## src/design/lcd_ctrl_pkg.sv

```systemverilog
/*
 * Constants, register addresses and carrier types for the segment LCD
 * control block. Assumes an 8-bit special function register port driven
 * by the on-chip processor in the same clock domain.
 */
// Operation
// - The voltage source select bit resets to zero so the charge pump is used by default.
// - With the select bit set, levels come from the resistor ladder and no bias compensation applies.
// - In battery low-power mode the display runs only with sleep-off clear and enable set.
// - Turning the display off leaves all configuration and segment memory unchanged.
// - The first sixteen segment lines are always in segment use.
// - With four-way multiplexing the pins shared with commons two and three are not segments.
// - Each shared segment pin is a segment only when its bit is set in a segment enable register.
// - All frame divider bits set with 2048 Hz clock and 4x multiplexing gives a 64 Hz frame.
// - While hold is set the previous pattern stays on the glass until hold clears.
// - A pointer write with top bit set copies the data register into segment memory.
// - A pointer write with top bit clear loads the data register from segment memory.
// - Each memory byte holds an even segment in its low nibble and the next odd in its high.
package lcd_ctrl_pkg;
	localparam logic [7:0] ADDR_LCD_CONFIG = 8'h95;
	localparam logic [7:0] ADDR_LCD_CLOCK = 8'h96;
	localparam logic [7:0] ADDR_SEG_EN_LOW = 8'h97;
	localparam logic [7:0] ADDR_BIAS_CONFIG = 8'h9C;
	localparam logic [7:0] ADDR_SEG_POINTER = 8'hAC;
	localparam logic [7:0] ADDR_SEG_DATA = 8'hAE;
	localparam logic [7:0] ADDR_UPDATE_HOLD = 8'hB1;
	localparam logic [7:0] ADDR_SEG_EN_HIGH = 8'hED;
	localparam logic [7:0] RESET_BYTE = 8'h00;
	// lcd_config fields
	localparam int BIT_DISPLAY_ENABLE = 7;
	localparam int BIT_SLEEP_OFF = 6;
	localparam int BIT_MUX_HI = 1;
	localparam int BIT_MUX_LO = 0;
	// lcd_bias_config fields
	localparam int BIT_VSRC_SELECT = 7;
	localparam int BIT_LEVEL_TOP = 5;
	// pointer and hold fields
	localparam int BIT_PTR_WRITE = 7;
	localparam int BIT_HOLD = 0;
	localparam int SEG_MEM_DEPTH = 15;
	localparam int SEG_LINES = 29;
	localparam int DEDICATED_SEGS = 16;
	localparam int SHARED_COM3_SEG = 27;
	localparam int SHARED_COM2_SEG = 28;
	localparam logic [1:0] MUX_FOUR = 2'h3;
	localparam logic [3:0] FD_ALL = 4'hF;
	localparam int LCD_CLK_HZ = 2048;
	localparam int FRAME_HZ_FD_ALL = 64;

	// Special function register access
	typedef struct packed {
		logic wr;
		logic rd;
		logic [7:0] addr;
		logic [7:0] wdata;
	} sfr_req_t;

	// Settings seen by the analog driver
	typedef struct packed {
		logic display_on;
		logic pump_enable;
		logic ladder_select;
		logic compensate;
		logic [5:0] contrast_level;
		logic [1:0] multiplex_select;
		logic [3:0] frame_divider;
	} drive_cfg_t;
endpackage : lcd_ctrl_pkg

```

## src/design/seg_memory.sv

```systemverilog
/*
 * Segment data memory with a frozen display copy.
 * Assumes single-cycle write and read requests from the register logic.
 */
`timescale 1ns/10ps
module seg_memory
	import lcd_ctrl_pkg::*;
#(
	parameter int DEPTH = SEG_MEM_DEPTH
)
(
	// Clock and reset
	input wire logic ref_clk,
	input wire logic rst,
	// Access
	input wire logic wr_en,
	input wire logic [3:0] addr,
	input wire logic [7:0] wdata,
	output logic [7:0] rdata,
	// Display copy
	input wire logic hold,
	output logic [DEPTH*8-1:0] shown
);
	import lcd_ctrl_pkg::*;
	logic [7:0] mem [DEPTH];
	logic [7:0] next_mem [DEPTH];
	logic [DEPTH*8-1:0] next_shown;

	// Write path and display snapshot
	always_comb
	begin
		for (int i = 0; i < DEPTH; i++)
		begin
			next_mem[i] = mem[i];
			if (wr_en && addr == 4'(i))
				next_mem[i] = wdata;
			// Glass follows memory only while not held
			next_shown[i*8 +: 8] = hold ? shown[i*8 +: 8] : mem[i];
		end
	end

	// Memory has no dependence on display state, so it survives off
	always_ff @(posedge ref_clk or posedge rst)
	begin
		if (rst)
		begin
			for (int i = 0; i < DEPTH; i++)
				mem[i] <= RESET_BYTE;
			shown <= '0;
		end
		else
		begin
			mem <= next_mem;
			shown <= next_shown;
		end
	end

	// Out of range addresses read zero
	assign rdata = (int'(addr) < DEPTH) ? mem[addr] : RESET_BYTE;
endmodule : seg_memory

```

## src/design/segment_lcd_control.sv

```systemverilog
/*
 * Segment LCD control: configuration registers, voltage source and
 * power gating, pin assignment and indirect segment memory access.
 * The waveform generator, charge pump and resistor ladder switches sit
 * in the analog driver, which takes the drive settings and the
 * registered per-line phases from here.
 * Assumes the processor register port is synchronous to ref_clk, with
 * combinational reads and one-cycle write strobes, and that the supply
 * monitor's power mode flag is already in this clock domain.
 */
`timescale 1ns/10ps
module segment_lcd_control
(
	// Clock and reset
	input wire logic ref_clk,
	input wire logic rst,
	// Register port
	input wire lcd_ctrl_pkg::sfr_req_t sfr,
	output logic [7:0] sfr_rdata,
	output logic sfr_hit,
	// Power mode from the supply monitor
	input wire logic battery_low_power_mode,
	// Driver settings and pin use
	output lcd_ctrl_pkg::drive_cfg_t drive,
	output logic [lcd_ctrl_pkg::SEG_LINES-1:0] seg_pin_is_lcd,
	output logic com2_drive,
	output logic com3_drive,
	// Per segment line, four common phases
	output logic [lcd_ctrl_pkg::SEG_LINES*4-1:0] seg_phase
);
	import lcd_ctrl_pkg::*;

	// Software visible registers
	logic [7:0] lcd_config, next_lcd_config;
	logic [7:0] lcd_clock_reg, next_lcd_clock_reg;
	logic [7:0] segment_enable_low, next_segment_enable_low;
	logic [7:0] segment_enable_high, next_segment_enable_high;
	logic [7:0] lcd_bias_config, next_lcd_bias_config;
	logic [7:0] segment_pointer_reg, next_segment_pointer_reg;
	logic [7:0] segment_data_reg, next_segment_data_reg;
	logic [7:0] update_hold_reg, next_update_hold_reg;
	// Segment memory side
	logic mem_wr;
	logic mem_rd;
	logic [3:0] mem_addr;
	logic [7:0] mem_rdata;
	// Shown copy of memory, frozen while hold is set
	logic [SEG_MEM_DEPTH*8-1:0] shown;
	// Decoded controls
	logic ptr_wr;
	logic display_on;
	logic four_mux;
	logic vsrc_ladder;
	// Phases before the output register
	logic [SEG_LINES*4-1:0] next_seg_phase;

	// Pointer decode; the top bit picks the direction of the transfer
	assign ptr_wr = sfr.wr && sfr.addr == ADDR_SEG_POINTER;
	assign mem_wr = ptr_wr && sfr.wdata[BIT_PTR_WRITE];
	assign mem_rd = ptr_wr && !sfr.wdata[BIT_PTR_WRITE];
	// Byte address rides in the low bits of the same pointer write
	assign mem_addr = sfr.wdata[3:0];

	// Register writes and pointer side effects
	always_comb
	begin
		next_lcd_config = lcd_config;
		next_lcd_clock_reg = lcd_clock_reg;
		next_segment_enable_low = segment_enable_low;
		next_segment_enable_high = segment_enable_high;
		next_lcd_bias_config = lcd_bias_config;
		next_segment_pointer_reg = segment_pointer_reg;
		next_segment_data_reg = segment_data_reg;
		next_update_hold_reg = update_hold_reg;
		// Unmapped addresses fall through and change nothing
		if (sfr.wr)
		begin
			unique case (sfr.addr)
				ADDR_LCD_CONFIG: next_lcd_config = sfr.wdata;
				ADDR_LCD_CLOCK: next_lcd_clock_reg = sfr.wdata;
				ADDR_SEG_EN_LOW: next_segment_enable_low = sfr.wdata;
				ADDR_SEG_EN_HIGH: next_segment_enable_high = sfr.wdata;
				ADDR_BIAS_CONFIG: next_lcd_bias_config = sfr.wdata;
				ADDR_SEG_POINTER: next_segment_pointer_reg = sfr.wdata;
				ADDR_SEG_DATA: next_segment_data_reg = sfr.wdata;
				ADDR_UPDATE_HOLD: next_update_hold_reg = sfr.wdata;
				default: ;
			endcase
		end
		// Read access: data register takes the addressed byte
		if (mem_rd)
			next_segment_data_reg = mem_rdata;
	end

	// Configuration state; nothing here clears on display off
	always_ff @(posedge ref_clk or posedge rst)
	begin
		if (rst)
		begin
			lcd_config <= RESET_BYTE;
			lcd_clock_reg <= RESET_BYTE;
			segment_enable_low <= RESET_BYTE;
			segment_enable_high <= RESET_BYTE;
			lcd_bias_config <= RESET_BYTE;
			segment_pointer_reg <= RESET_BYTE;
			segment_data_reg <= RESET_BYTE;
			update_hold_reg <= RESET_BYTE;
		end
		else
		begin
			lcd_config <= next_lcd_config;
			lcd_clock_reg <= next_lcd_clock_reg;
			segment_enable_low <= next_segment_enable_low;
			segment_enable_high <= next_segment_enable_high;
			lcd_bias_config <= next_lcd_bias_config;
			segment_pointer_reg <= next_segment_pointer_reg;
			segment_data_reg <= next_segment_data_reg;
			update_hold_reg <= next_update_hold_reg;
		end
	end

	// Segment memory, addressed by the low pointer bits of the write
	seg_memory #(
		.DEPTH(SEG_MEM_DEPTH)
	) u_seg_memory (
		.ref_clk(ref_clk),
		.rst(rst),
		.wr_en(mem_wr),
		.addr(mem_addr),
		.wdata(segment_data_reg),
		.rdata(mem_rdata),
		.hold(update_hold_reg[BIT_HOLD]),
		.shown(shown)
	);

	// Register read mux; unmapped addresses leave sfr_hit low
	always_comb
	begin
		// Reads need no strobe; the read qualifier bit goes unused
		sfr_hit = 1'b1;
		unique case (sfr.addr)
			ADDR_LCD_CONFIG: sfr_rdata = lcd_config;
			ADDR_LCD_CLOCK: sfr_rdata = lcd_clock_reg;
			ADDR_SEG_EN_LOW: sfr_rdata = segment_enable_low;
			ADDR_SEG_EN_HIGH: sfr_rdata = segment_enable_high;
			ADDR_BIAS_CONFIG: sfr_rdata = lcd_bias_config;
			ADDR_SEG_POINTER: sfr_rdata = segment_pointer_reg;
			ADDR_SEG_DATA: sfr_rdata = segment_data_reg;
			ADDR_UPDATE_HOLD: sfr_rdata = update_hold_reg;
			default:
			begin
				sfr_rdata = RESET_BYTE;
				sfr_hit = 1'b0;
			end
		endcase
	end

	// Battery mode gating; outside it the enable bit alone decides
	assign display_on = lcd_config[BIT_DISPLAY_ENABLE] &&
		!(battery_low_power_mode && lcd_config[BIT_SLEEP_OFF]);
	// Four-way decode, shared by the commons and the pin use
	assign four_mux = lcd_config[BIT_MUX_HI:BIT_MUX_LO] == MUX_FOUR;

	// Voltage source; reset leaves this clear, so the pump is the default
	assign vsrc_ladder = lcd_bias_config[BIT_VSRC_SELECT];

	// Driver settings; pump idles with the display to save power
	always_comb
	begin
		drive.display_on = display_on;
		// Ladder levels are fixed off chip, so no bias compensation there
		drive.ladder_select = vsrc_ladder;
		drive.pump_enable = display_on && !vsrc_ladder;
		drive.compensate = display_on && !vsrc_ladder;
		// Contrast only matters while the pump makes the levels
		drive.contrast_level = lcd_bias_config[BIT_LEVEL_TOP:0];
		drive.multiplex_select = lcd_config[BIT_MUX_HI:BIT_MUX_LO];
		// Frame rate divides in the analog timing block from these bits
		drive.frame_divider = lcd_clock_reg[3:0];
	end

	// Commons two and three claim their shared pins at four-way only;
	// fewer commons leave those pins free for segment use
	assign com2_drive = four_mux;
	assign com3_drive = four_mux;

	// Pin assignment and phase fan-out, one entry per segment line
	for (genvar s = 0; s < SEG_LINES; s++)
	begin : g_seg
		if (s < DEDICATED_SEGS)
		begin : g_ded
			// No software setting needed on these lines
			assign seg_pin_is_lcd[s] = 1'b1;
		end
		else if (s == SHARED_COM3_SEG || s == SHARED_COM2_SEG)
		begin : g_shr
			// Common use wins over a segment enable
			assign seg_pin_is_lcd[s] = !four_mux &&
				segment_enable_high[s - DEDICATED_SEGS - 8];
		end
		else if (s < DEDICATED_SEGS + 8)
		begin : g_lo
			// Low enable register covers the first eight shared lines
			assign seg_pin_is_lcd[s] = segment_enable_low[s - DEDICATED_SEGS];
		end
		else
		begin : g_hi
			// High enable register covers the rest
			assign seg_pin_is_lcd[s] = segment_enable_high[s - DEDICATED_SEGS - 8];
		end
		// Even line low nibble, odd line high nibble
		assign next_seg_phase[s*4 +: 4] = display_on ?
			shown[(s/2)*8 + (s%2)*4 +: 4] : 4'h0;
	end

	// Phase register; the glass sees a clean word one edge after a change
	always_ff @(posedge ref_clk or posedge rst)
	begin
		if (rst)
			seg_phase <= '0;
		else
			seg_phase <= next_seg_phase;
	end
endmodule : segment_lcd_control

```

## config.mk

```make
export PLATFORM = sky130hd
export DESIGN_NAME = segment_lcd_control
export DESIGN_NICKNAME = d
export VERILOG_FILES = /design/src/design/lcd_ctrl_pkg.sv /design/src/design/seg_memory.sv /design/src/design/segment_lcd_control.sv
export SDC_FILE = /design/constraint.sdc
export NUM_CORES = 1
export LEC_CHECK = 0
export BUFFER_PORTS_ARGS = -buffer_cell sky130_fd_sc_hd__buf_2
export CELL_PAD_IN_SITES_DETAIL_PLACEMENT = 1
export CELL_PAD_IN_SITES_GLOBAL_PLACEMENT = 1
export CORE_MARGIN = 2
export CORE_UTILIZATION = 44
export CTS_CLUSTER_SIZE = 20
export DETAILED_ROUTE_END_ITERATION = 7
export PLACE_DENSITY_LB_ADDON = 0.3
export SETUP_SLACK_MARGIN = 0.2
export SYNTH_ARGS = -nofsm -noshare
export SYNTH_HDL_FRONTEND = slang
export SYNTH_SLANG_ARGS = --single-unit
```

## constraint.sdc

```tcl
create_clock -name ref_clk -period 13.1 [get_ports ref_clk]
set_input_delay 1.965 -clock ref_clk [delete_from_list [all_inputs] [get_ports ref_clk]]
set_output_delay 1.965 -clock ref_clk [all_outputs]
set_load 0.01 [all_outputs]
```

==> out/metrics.cfg, run 1 <==
[critical_path]
path_cells=buf_2 -> nand2b_1 -> nor4_2 -> a222oi_1 -> nand2_1 -> buf_2
rrSetupSlack_ns=10.69
max_stage_delay_ns=0.86
worstSetupPathType=input pin to primary output
startpoint_type=input pin
crit_path_frequent_cell=buf_2
critical_path.top_delay_family=simple AND/OR/NAND/NOR gates
r2r-end=u_seg_memory.shown[43]$_DFFE_PP0N_
worstPathMaxFanout=27
arrival_ns=4.07
critPathRequiredTime_ns=11.14
critPathCaptureType=primary output
path_depth=6
cp_slowest_cell=nor4_2
cp_num_buf_inv=2
startpoint=sfr[9]
r2r_cells=2
reg2reg_from=update_hold_reg[0]$_DFFE_PP0P_
endpoint=sfr_rdata[6]

[detailed_routing]
drc=0
wirelength_mm=41.41
wl_met1_mm=18.09
route.antenna.remaining_nets=0
wl_met3_mm=1.583
route.met2.wl_mm=20.74
avgViaCountPerCell=5.338
first_pass_iters=7
drt_iter0_markers=614
route.vias.total=10020
post_drt_wl_per_cell_um=22.05
routed.top_layer=met4

[power]
total_power_uw=2700
peakVddDrop_uv=84.10
p_leak_uw=0.01028
power_density_nw_per_um2=137.0

[clock_tree]
clock_tree.buffer_depth=3
hold_buffers=0
post_cts_resize_count=0
clock-sinks=416
cts_root_buf=clkbuf_16
cts_buffers=44
post_cts_buffers=0
h-tree-depth=2
clk_latency_ns=0.57
clk_pin_slew_ns=0.06
cts_tree=done

[die]
die_w_um=201.0
io_pins=193
std_cell_rows=72
die_y_um=201.0
core-area_um2=38470
die_area_um2=40390
initial_core_util_pct=44.38

[cells_and_area]
final_common_cell=dfrtp_1
layout-drive-gt1-share_pct=43.16
antenna_cells=0
stdcell_count=1878
area_delta_synth_final_pct=15.40
nFillCells=3859
nets=1346
layout_common_cells=dfrtp_1, mux2_2, buf_2
regMostFlops=u_seg_memory.mem
top_regs=u_seg_memory.mem: 120 flops, seg_phase: 116 flops, u_seg_memory.shown: 116 flops
largest_reg_flops=120

[timing]
tightest_slew_ns=1.198
setup_tns_ns=0
fmax_mhz=165.6
setup_viol=0
slew_headroom_pct=19.43
hold_slack_ns=0.4676
rsz0062_at_grt=no
finalHoldViolCount=0
layout_worst_path_cycle_share_pct=46.09
fin_ws_ns=7.062
fin_crit_ns=6.038
skew_ns=0.01278
drv_slew=0

[global_routing]
grt_max_degree=154
grt_pass1_vias=10700
grt_overflow=0
grt_util_all_layers_pct=20.79
grt_pass1_wl_mm=64.58
antenna_found_initial=0

[status]
status=finished clean

[synth]
yosys.cell_types.count=50
synthArstFlopShare_pct=100.0
ys_ff_latch=416
ys.warnings.count=0
synth_area_um2=17070
syn_area_per_cell_um2=14.41
synthCells=1185
synth_top_flop_cell=dfrtp_1
ys_seq_area_share_pct=60.97
synth_edf_count=0

[placement]
io_buffer_count=175
gp_congestion=0.8074
pre_cts_ws_ns=7.139
hpwlAfterDp_mm=27.03
place_inst=1797

[min_path]
min_path_type=flip-flop to flip-flop

[flow_run]
drv_cap=0

[synthesized netlist by cell type (all sizes together) (2+ instances only)]
| library cell | instances | area [µm²] |
|---|---|---|
| a222oi | 5 | 50.05 |
| a22oi | 17 | 127.6 |
| and2 | 118 | 738.2 |
| and3 | 4 | 25.02 |
| and4b | 2 | 20.02 |
| buf | 58 | 381.6 |
| clkbuf | 48 | 180.2 |
| dfrtp | 416 | 10410 |
| inv | 14 | 52.55 |
| mux2 | 293 | 3299 |
| mux2i | 34 | 340.3 |
| mux4 | 17 | 382.9 |
| nand2 | 40 | 150.1 |
| nand2b | 5 | 31.28 |
| nand3 | 18 | 135.1 |
| nand4 | 6 | 62.56 |
| nand4b | 2 | 23.77 |
| nand4bb | 2 | 38.79 |
| nor2 | 8 | 30.03 |
| nor2b | 6 | 37.54 |
| nor3 | 11 | 86.34 |
| nor4 | 8 | 77.57 |
| o211ai | 6 | 45.04 |
| o21ai | 13 | 65.06 |
| o221ai | 8 | 70.07 |
| o2bb2ai | 12 | 105.1 |
| or2 | 2 | 12.51 |
[how the worst min path moves through the flow]
| stage | startpoint | end | cells past startpoint |
|---|---|---|---|
| 6_report | u_seg_memory.shown[71]$_DFFE_PP0N_ | seg_phase[71]$_DFF_PP0_ | 1 |
| 5_1_grt | u_seg_memory.shown[106]$_DFFE_PP0N_ | seg_phase[106]$_DFF_PP0_ | 1 |
| 4_1_cts | u_seg_memory.shown[71]$_DFFE_PP0N_ | seg_phase[71]$_DFF_PP0_ | 1 |
| 3_5_place_dp | u_seg_memory.shown[71]$_DFFE_PP0N_ | seg_phase[71]$_DFF_PP0_ | 1 |
| 3_3_place_gp | u_seg_memory.shown[22]$_DFFE_PP0N_ | seg_phase[22]$_DFF_PP0_ | 1 |
| 2_1_floorplan | u_seg_memory.shown[104]$_DFFE_PP0N_ | u_seg_memory.shown[104]$_DFFE_PP0N_ | 2 |
[per-stage QoR]
step                      utilization, %  instance area (µm²)
after global placement             47.31                18200
after detailed placement           47.31                18200
after CTS                          51.22                19700
after floorplan                        -                17130
final                              51.22                19700
after global routing               51.22                19700
[layout make-up]
| cell class | count | area [µm²] | area share [%] |
|---|---|---|---|
| Tap cell | 518 | 648.1 | 3.290 |
| Multi-Input combinational cell | 664 | 6116 | 31.04 |
| Clock buffer | 64 | 1308 | 6.636 |
| Timing Repair Buffer | 185 | 963.4 | 4.890 |
| Sequential cell | 416 | 10410 | 52.85 |
| Inverter | 14 | 56.30 | 0.2858 |
| Clock inverter | 17 | 197.7 | 1.003 |
[power by group]
| group | switching [µW] | internal [µW] | total [µW] |
|---|---|---|---|
| clock | 511 | 772 | 1280 |
| combinational | 72.2 | 30.8 | 103 |
| sequential | 19.0 | 1290 | 1310 |
[worst reg2reg max path: cells and delay by family, from the launching register on]
kind     cells  cell delay (ns)
mux          1             0.43
flops        1             0.99
buf+inv      1             0.87
[per-layer routing]
layer	vias to the layer above	GRT usage [%]
li1	4424	-
met1	5284	27.79
met2	243	35.05
met3	73	3.166
met4	0	6.614
met5	-	0
[logic make-up after synthesis]
kind of cell	Yosys count	synth area share (%)
AOI/OAI and AO/OA	67	2.983
buffers and inverters	120	3.598
DFF	416	60.97
muxes	344	23.56
other	1	0.02196
and+or+nand+nor	237	8.860
Power figures use the tool's default switching activity.
==> inputs of run 2 (changes only) <==
- clock period: 13.1 -> 5.23 ns (I/O delays scaled with it)
==> out/metrics.cfg, run 2 (same netlist as run 1, synthesis figures left out) <==
[timing]
rsz0062_at_grt=no
tightest_slew_ns=1.299
setup_viol=0
layout_worst_path_cycle_share_pct=69.49
fin_crit_ns=3.634
slew_headroom_pct=12.59
fmax_mhz=275.1
setup_tns_ns=0
drv_slew=0
finalHoldViolCount=0
skew_ns=0.02509

[clock_tree]
cts_root_buf=clkbuf_16
post_cts_resize_count=0
clk_latency_ns=0.58
cts_tree=done
cts_buffers=44
clk_pin_slew_ns=0.06
hold_buffers=0
h-tree-depth=2
post_cts_buffers=0
clock-sinks=416
clock_tree.buffer_depth=3

[min_path]
min_path_type=input pin to async pin

[critical_path]
cp_num_buf_inv=2
path_cells=buf_2 -> nand2b_1 -> nor4_2 -> a222oi_1 -> nand2_1 -> buf_2
crit_path_frequent_cell=buf_2
path_depth=6
startpoint_type=input pin
worstSetupPathType=input pin to primary output
cp_slowest_cell=nor4_2
critPathCaptureType=primary output
critPathRequiredTime_ns=4.45
r2r_cells=2
worstPathMaxFanout=27
critical_path.top_delay_family=simple AND/OR/NAND/NOR gates
arrival_ns=2.85
max_stage_delay_ns=0.84

[cells_and_area]
area_delta_synth_final_pct=15.40
nFillCells=3815
largest_reg_flops=120
layout-drive-gt1-share_pct=42.83
post-route-util_pct=51.22
final_area_um2=19700
antenna_cells=0
nets=1347
regMostFlops=u_seg_memory.mem
final_common_cell=dfrtp_1
layout_common_cells=dfrtp_1, mux2_2, buf_2
top_regs=u_seg_memory.mem: 120 flops, seg_phase: 116 flops, u_seg_memory.shown: 116 flops

[global_routing]
grt_util_all_layers_pct=21.20
grt_max_degree=151
grt_pass1_vias=10820
antenna_found_initial=0
grt_overflow=0
grt_pass1_wl_mm=65.76

[placement]
io_buffer_count=175
hpwlAfterDp_mm=27.35
place_area_um2=18230
gp_congestion=0.7994

[power]
power_density_nw_per_um2=340.2
total_power_uw=6703
peakVddDrop_uv=235.6
p_leak_uw=0.01028

[detailed_routing]
route.vias.total=9970
drc=0
drt_iter0_markers=507
post_drt_wl_per_cell_um=22.28
avgViaCountPerCell=5.312
wirelength_mm=41.81
route.antenna.remaining_nets=0
first_pass_iters=4

[flow_run]
drv_cap=0

[status]
status=finished clean

[die]
core-area_um2=38470
std_cell_rows=72
die_area_um2=40390
initial_core_util_pct=44.38
io_pins=193
die_w_um=201.0
die_y_um=201.0

==> run 2: cell types whose count changed in the layout (fill, tap and decap cells not counted), sizes merged <==
cell / delta
clkbuf: +8
clkinv: -7
bufinv: -2
buf: +1
clkinvlp: -1
==> run 2: stage by stage <==
step / setup slack [ns] / hold slack [ns] / std cells
2_1_floorplan: -1.164 / 0.4450 / 1200
3_3_place_gp: 1.676 / 0.4611 / 1798
3_5_place_dp: 1.654 / 0.4627 / 1798
4_1_cts: 1.623 / 0.3771 / 1877
5_1_grt: 1.461 / 0.4224 / 1877
6_report: 1.596 / 0.3858 / 1877
==> run 2: metal layers <==
| layer | up-vias | share of wire [%] | GRT usage (%) |
|---|---|---|---|
| li1 | 4413 | - | - |
| met1 | 5263 | 42 | 27.66 |
| met2 | 215 | 50 | 35.79 |
| met3 | 79 | 5.0 | 3.750 |
| met4 | 0 | 2.8 | 7.381 |
| met5 | - | 0 | 0 |
==> run 2: report_power, final <==
part / switching, µW / total, µW / internal (µW)
registers: 42.0 / 3290 / 3240
clock network: 1260 / 3150 / 1890
logic: 187 / 267 / 79.6
total: 1490 / 6700 / 5210
==> run 2: layout make-up <==
class / instances / area, µm² / share of cell area [%]
sequential: 416 / 10410 / 52.85
clock inverter: 7 / 95.09 / 0.4826
timing repair buffer: 186 / 996.0 / 5.055
inverter: 14 / 56.30 / 0.2858
tap: 518 / 648.1 / 3.290
clock buffer: 72 / 1378 / 6.992
multi-input combinational: 664 / 6116 / 31.04
==> run 2: worst paths after layout <==
| check | from | to | slack, ns |
|---|---|---|---|
| setup / recovery | sfr[9] | sfr_rdata[6] | 1.60 |
| hold reg to reg | u_seg_memory.shown[10]$_DFFE_PP0N_ | seg_phase[10]$_DFF_PP0_ | 0.46 |
| setup reg to reg | update_hold_reg[0]$_DFFE_PP0P_ | u_seg_memory.shown[6]$_DFFE_PP0N_ | 2.88 |
| max in group asynchronous | rst | seg_phase[57]$_DFF_PP0_ | 3.59 |
| hold / removal | rst | u_seg_memory.mem[38]$_DFFE_PP0P_ | 0.39 |
| min in group ref_clk | u_seg_memory.shown[10]$_DFFE_PP0N_ | seg_phase[10]$_DFF_PP0_ | 0.46 |
==> inputs of run 3 (changes only) <==
- ABC_AREA: unset -> 1
- CORE_UTILIZATION: 44 -> 40
- clock period: 5.23 -> 3.2 ns (I/O delays scaled with it)
==> out/metrics.cfg, run 3 <==
[status]
status=finished clean

[detailed_routing]
drc=0
post_drt_wl_per_cell_um=17.98
avgViaCountPerCell=5.013
route.vias.total=13170
first_pass_iters=5
route.antenna.remaining_nets=0
drt_iter0_markers=733
wirelength_mm=47.22

[critical_path]
reg2reg_from=update_hold_reg[0]$_DFFE_PP0P_
critPathRequiredTime_ns=2.72
critPathCaptureType=primary output
worstPathMaxFanout=9
r2r_cells=3
arrival_ns=2.22
rrSetupSlack_ns=1.38
worstSetupPathType=input pin to primary output
r2r-end=u_seg_memory.shown[11]$_DFFE_PP0N_
startpoint_type=input pin

[synth]
synth_edf_count=0
synth_top_area_cell=dfrtp_1
syn_area_per_cell_um2=8.862
synthCells=1913
yosys.cell_types.count=29
synthArstFlopShare_pct=100.0
ys.warnings.count=0
synth_area_leaders=dfrtp_1, nand2_1, nor2_1
synth_top_area_share_pct=61.41
synthTopCellsByCount=nand2_1, dfrtp_1, nor2_1
ys_seq_area_share_pct=61.41
synth_top_flop_cell=dfrtp_1
yosysMostFrequentCell=nand2_1
synth_area_um2=16950
ys_ff_latch=416

[cells_and_area]
final_area_um2=19800
antenna_cells=0
regMostFlops=u_seg_memory.mem
largest_reg_flops=120
area_delta_synth_final_pct=16.81
final_common_cell=nand2_1
top_regs=u_seg_memory.mem: 120 flops, seg_phase: 116 flops, u_seg_memory.shown: 116 flops
layout-drive-gt1-share_pct=14.85
layout_common_cells=nand2_1, dfrtp_1, nor2_1
nets=2076

[min_path]
min_path_type=input pin to async pin

[clock_tree]
cts_buffers=45
clock_tree.buffer_depth=3
clk_latency_ns=0.58
hold_buffers=0
post_cts_resize_count=0
cts_tree=done
h-tree-depth=2
clk_pin_slew_ns=0.06
post_cts_buffers=0
clock-sinks=416
cts_root_buf=clkbuf_16

[power]
p_clk_share_pct=47.0
p_leak_uw=0.01004
peakVddDrop_uv=333.5
combinationalPowerShare_pct=6.0
p_seq_share_pct=47.0
power_switching_uw=2706
power_density_nw_per_um2=584.2
swShare_pct=23.39
p_int_uw=8863

[placement]
pre_cts_ws_ns=0.4358
gp_congestion=0.8454
place_area_um2=18250
hpwlAfterDp_mm=31.75
io_buffer_count=175

[die]
io_pins=193
initial_core_util_pct=40.51
die_w_um=209.9
die_y_um=209.9
die_area_um2=44040
core-area_um2=41850
std_cell_rows=75

[timing]
drv_slew=0
fin_ws_ns=0.4994
slew_headroom_pct=9.714
setup_viol=0
skew_ns=0.02510
fin_crit_ns=2.701
tightest_slew_ns=1.354
layout_worst_path_cycle_share_pct=84.39
fmax_mhz=370.3
finalHoldViolCount=0
rsz0062_at_grt=no
hold_slack_ns=0.06070

[flow_run]
drv_cap=0

[global_routing]
grt_pass1_vias=13960
antenna_found_initial=0
grt_pass1_wl_mm=76.65
grt_max_degree=234
grt_overflow=0
grt_util_all_layers_pct=22.06

[run 3: cell count changes after synthesis, moves of 23 or more]
| cell | before | now |
|---|---|---|
| mux2i_1 | 34 | 0 |
| o21ai_0 | 13 | 112 |
| nor2_1 | 8 | 267 |
| inv_1 | 14 | 186 |
| mux2_2 | 284 | 0 |
| and2_1 | 118 | 1 |
| a21oi_1 | 1 | 118 |
| o21ai_1 | 0 | 120 |
| nand2_1 | 40 | 488 |
| nand3_1 | 9 | 32 |
[run 3: layer usage]
metal  up-vias  GRT usage [%]  wire length, µm
met3        90          2.843             1803
met4         0          8.168             1471
li1       6180              -                -
met1      6616          30.78            22050
met2       282          35.46            21900
met5         -              0                0
[run 3: worst max-delay path by stage]
stage | cells after the start | slack [ns] | endpoint | startpoint
2_1_floorplan | 1 | -2.89 | lcd_bias_config[0]$_DFFE_PP0P_ | rst
3_3_place_gp | 11 | 0.48 | segment_data_reg[5]$_DFFE_PP0P_ | sfr[0]
3_5_place_dp | 11 | 0.44 | segment_data_reg[6]$_DFFE_PP0P_ | sfr[0]
4_1_cts | 9 | 0.50 | sfr_rdata[0] | sfr[14]
5_1_grt | 9 | 0.36 | sfr_rdata[0] | sfr[14]
6_report | 9 | 0.50 | sfr_rdata[0] | sfr[14]
[run 3: cell families (layout without fill, tap and decap cells)]
| group | count (synthesis) | after routing | synth area share, % |
|---|---|---|---|
| compound gates | 357 | 357 | 10.59 |
| buf+inv | 320 | 480 | 8.347 |
| flops | 416 | 416 | 61.41 |
| other cells | 1 | 16 | 0.02212 |
| simple gates | 819 | 819 | 19.63 |
[run 3: cell type report]
| cell class | instances | area [µm²] |
|---|---|---|
| multi-input combinational | 1192 | 5184 |
| sequential | 416 | 10410 |
| fill | 4950 | 22050 |
| timing repair buffer | 210 | 1264 |
| clock buffer | 67 | 1351 |
| inverter | 190 | 718.2 |
| tap | 539 | 674.4 |
| clock inverter | 13 | 197.7 |
[run 3: power groups by stage]
stage	logic (µW)	clock network, µW	registers, µW
CTS	708	5540	5440
floorplan	439	0	5530
global route	776	5770	5450
finish	694	5430	5440
global placement	679	0	5530
detailed placement	702	0	5540
[run 3: critical path: stages]
cell and delay (ns):
buf_2 0.10, inv_1 0.04, nand2_1 0.11, nor3_2 0.33, nand2_1 0.32, o21ai_0 0.53, nor2_1 0.08, nand2_1 0.09
buf_2 0.12
[run 3: stage by stage]
stage	TNS (ns)	cells	util, %	power, µW
6_report	0	2627	47.32	11570
5_1_grt	0	2627	47.32	12000
4_1_cts	0	2627	47.32	11690
3_5_place_dp	0	2547	43.61	6238
3_3_place_gp	0	2547	43.61	6208
2_1_floorplan	-1202.06	1928	-	5970
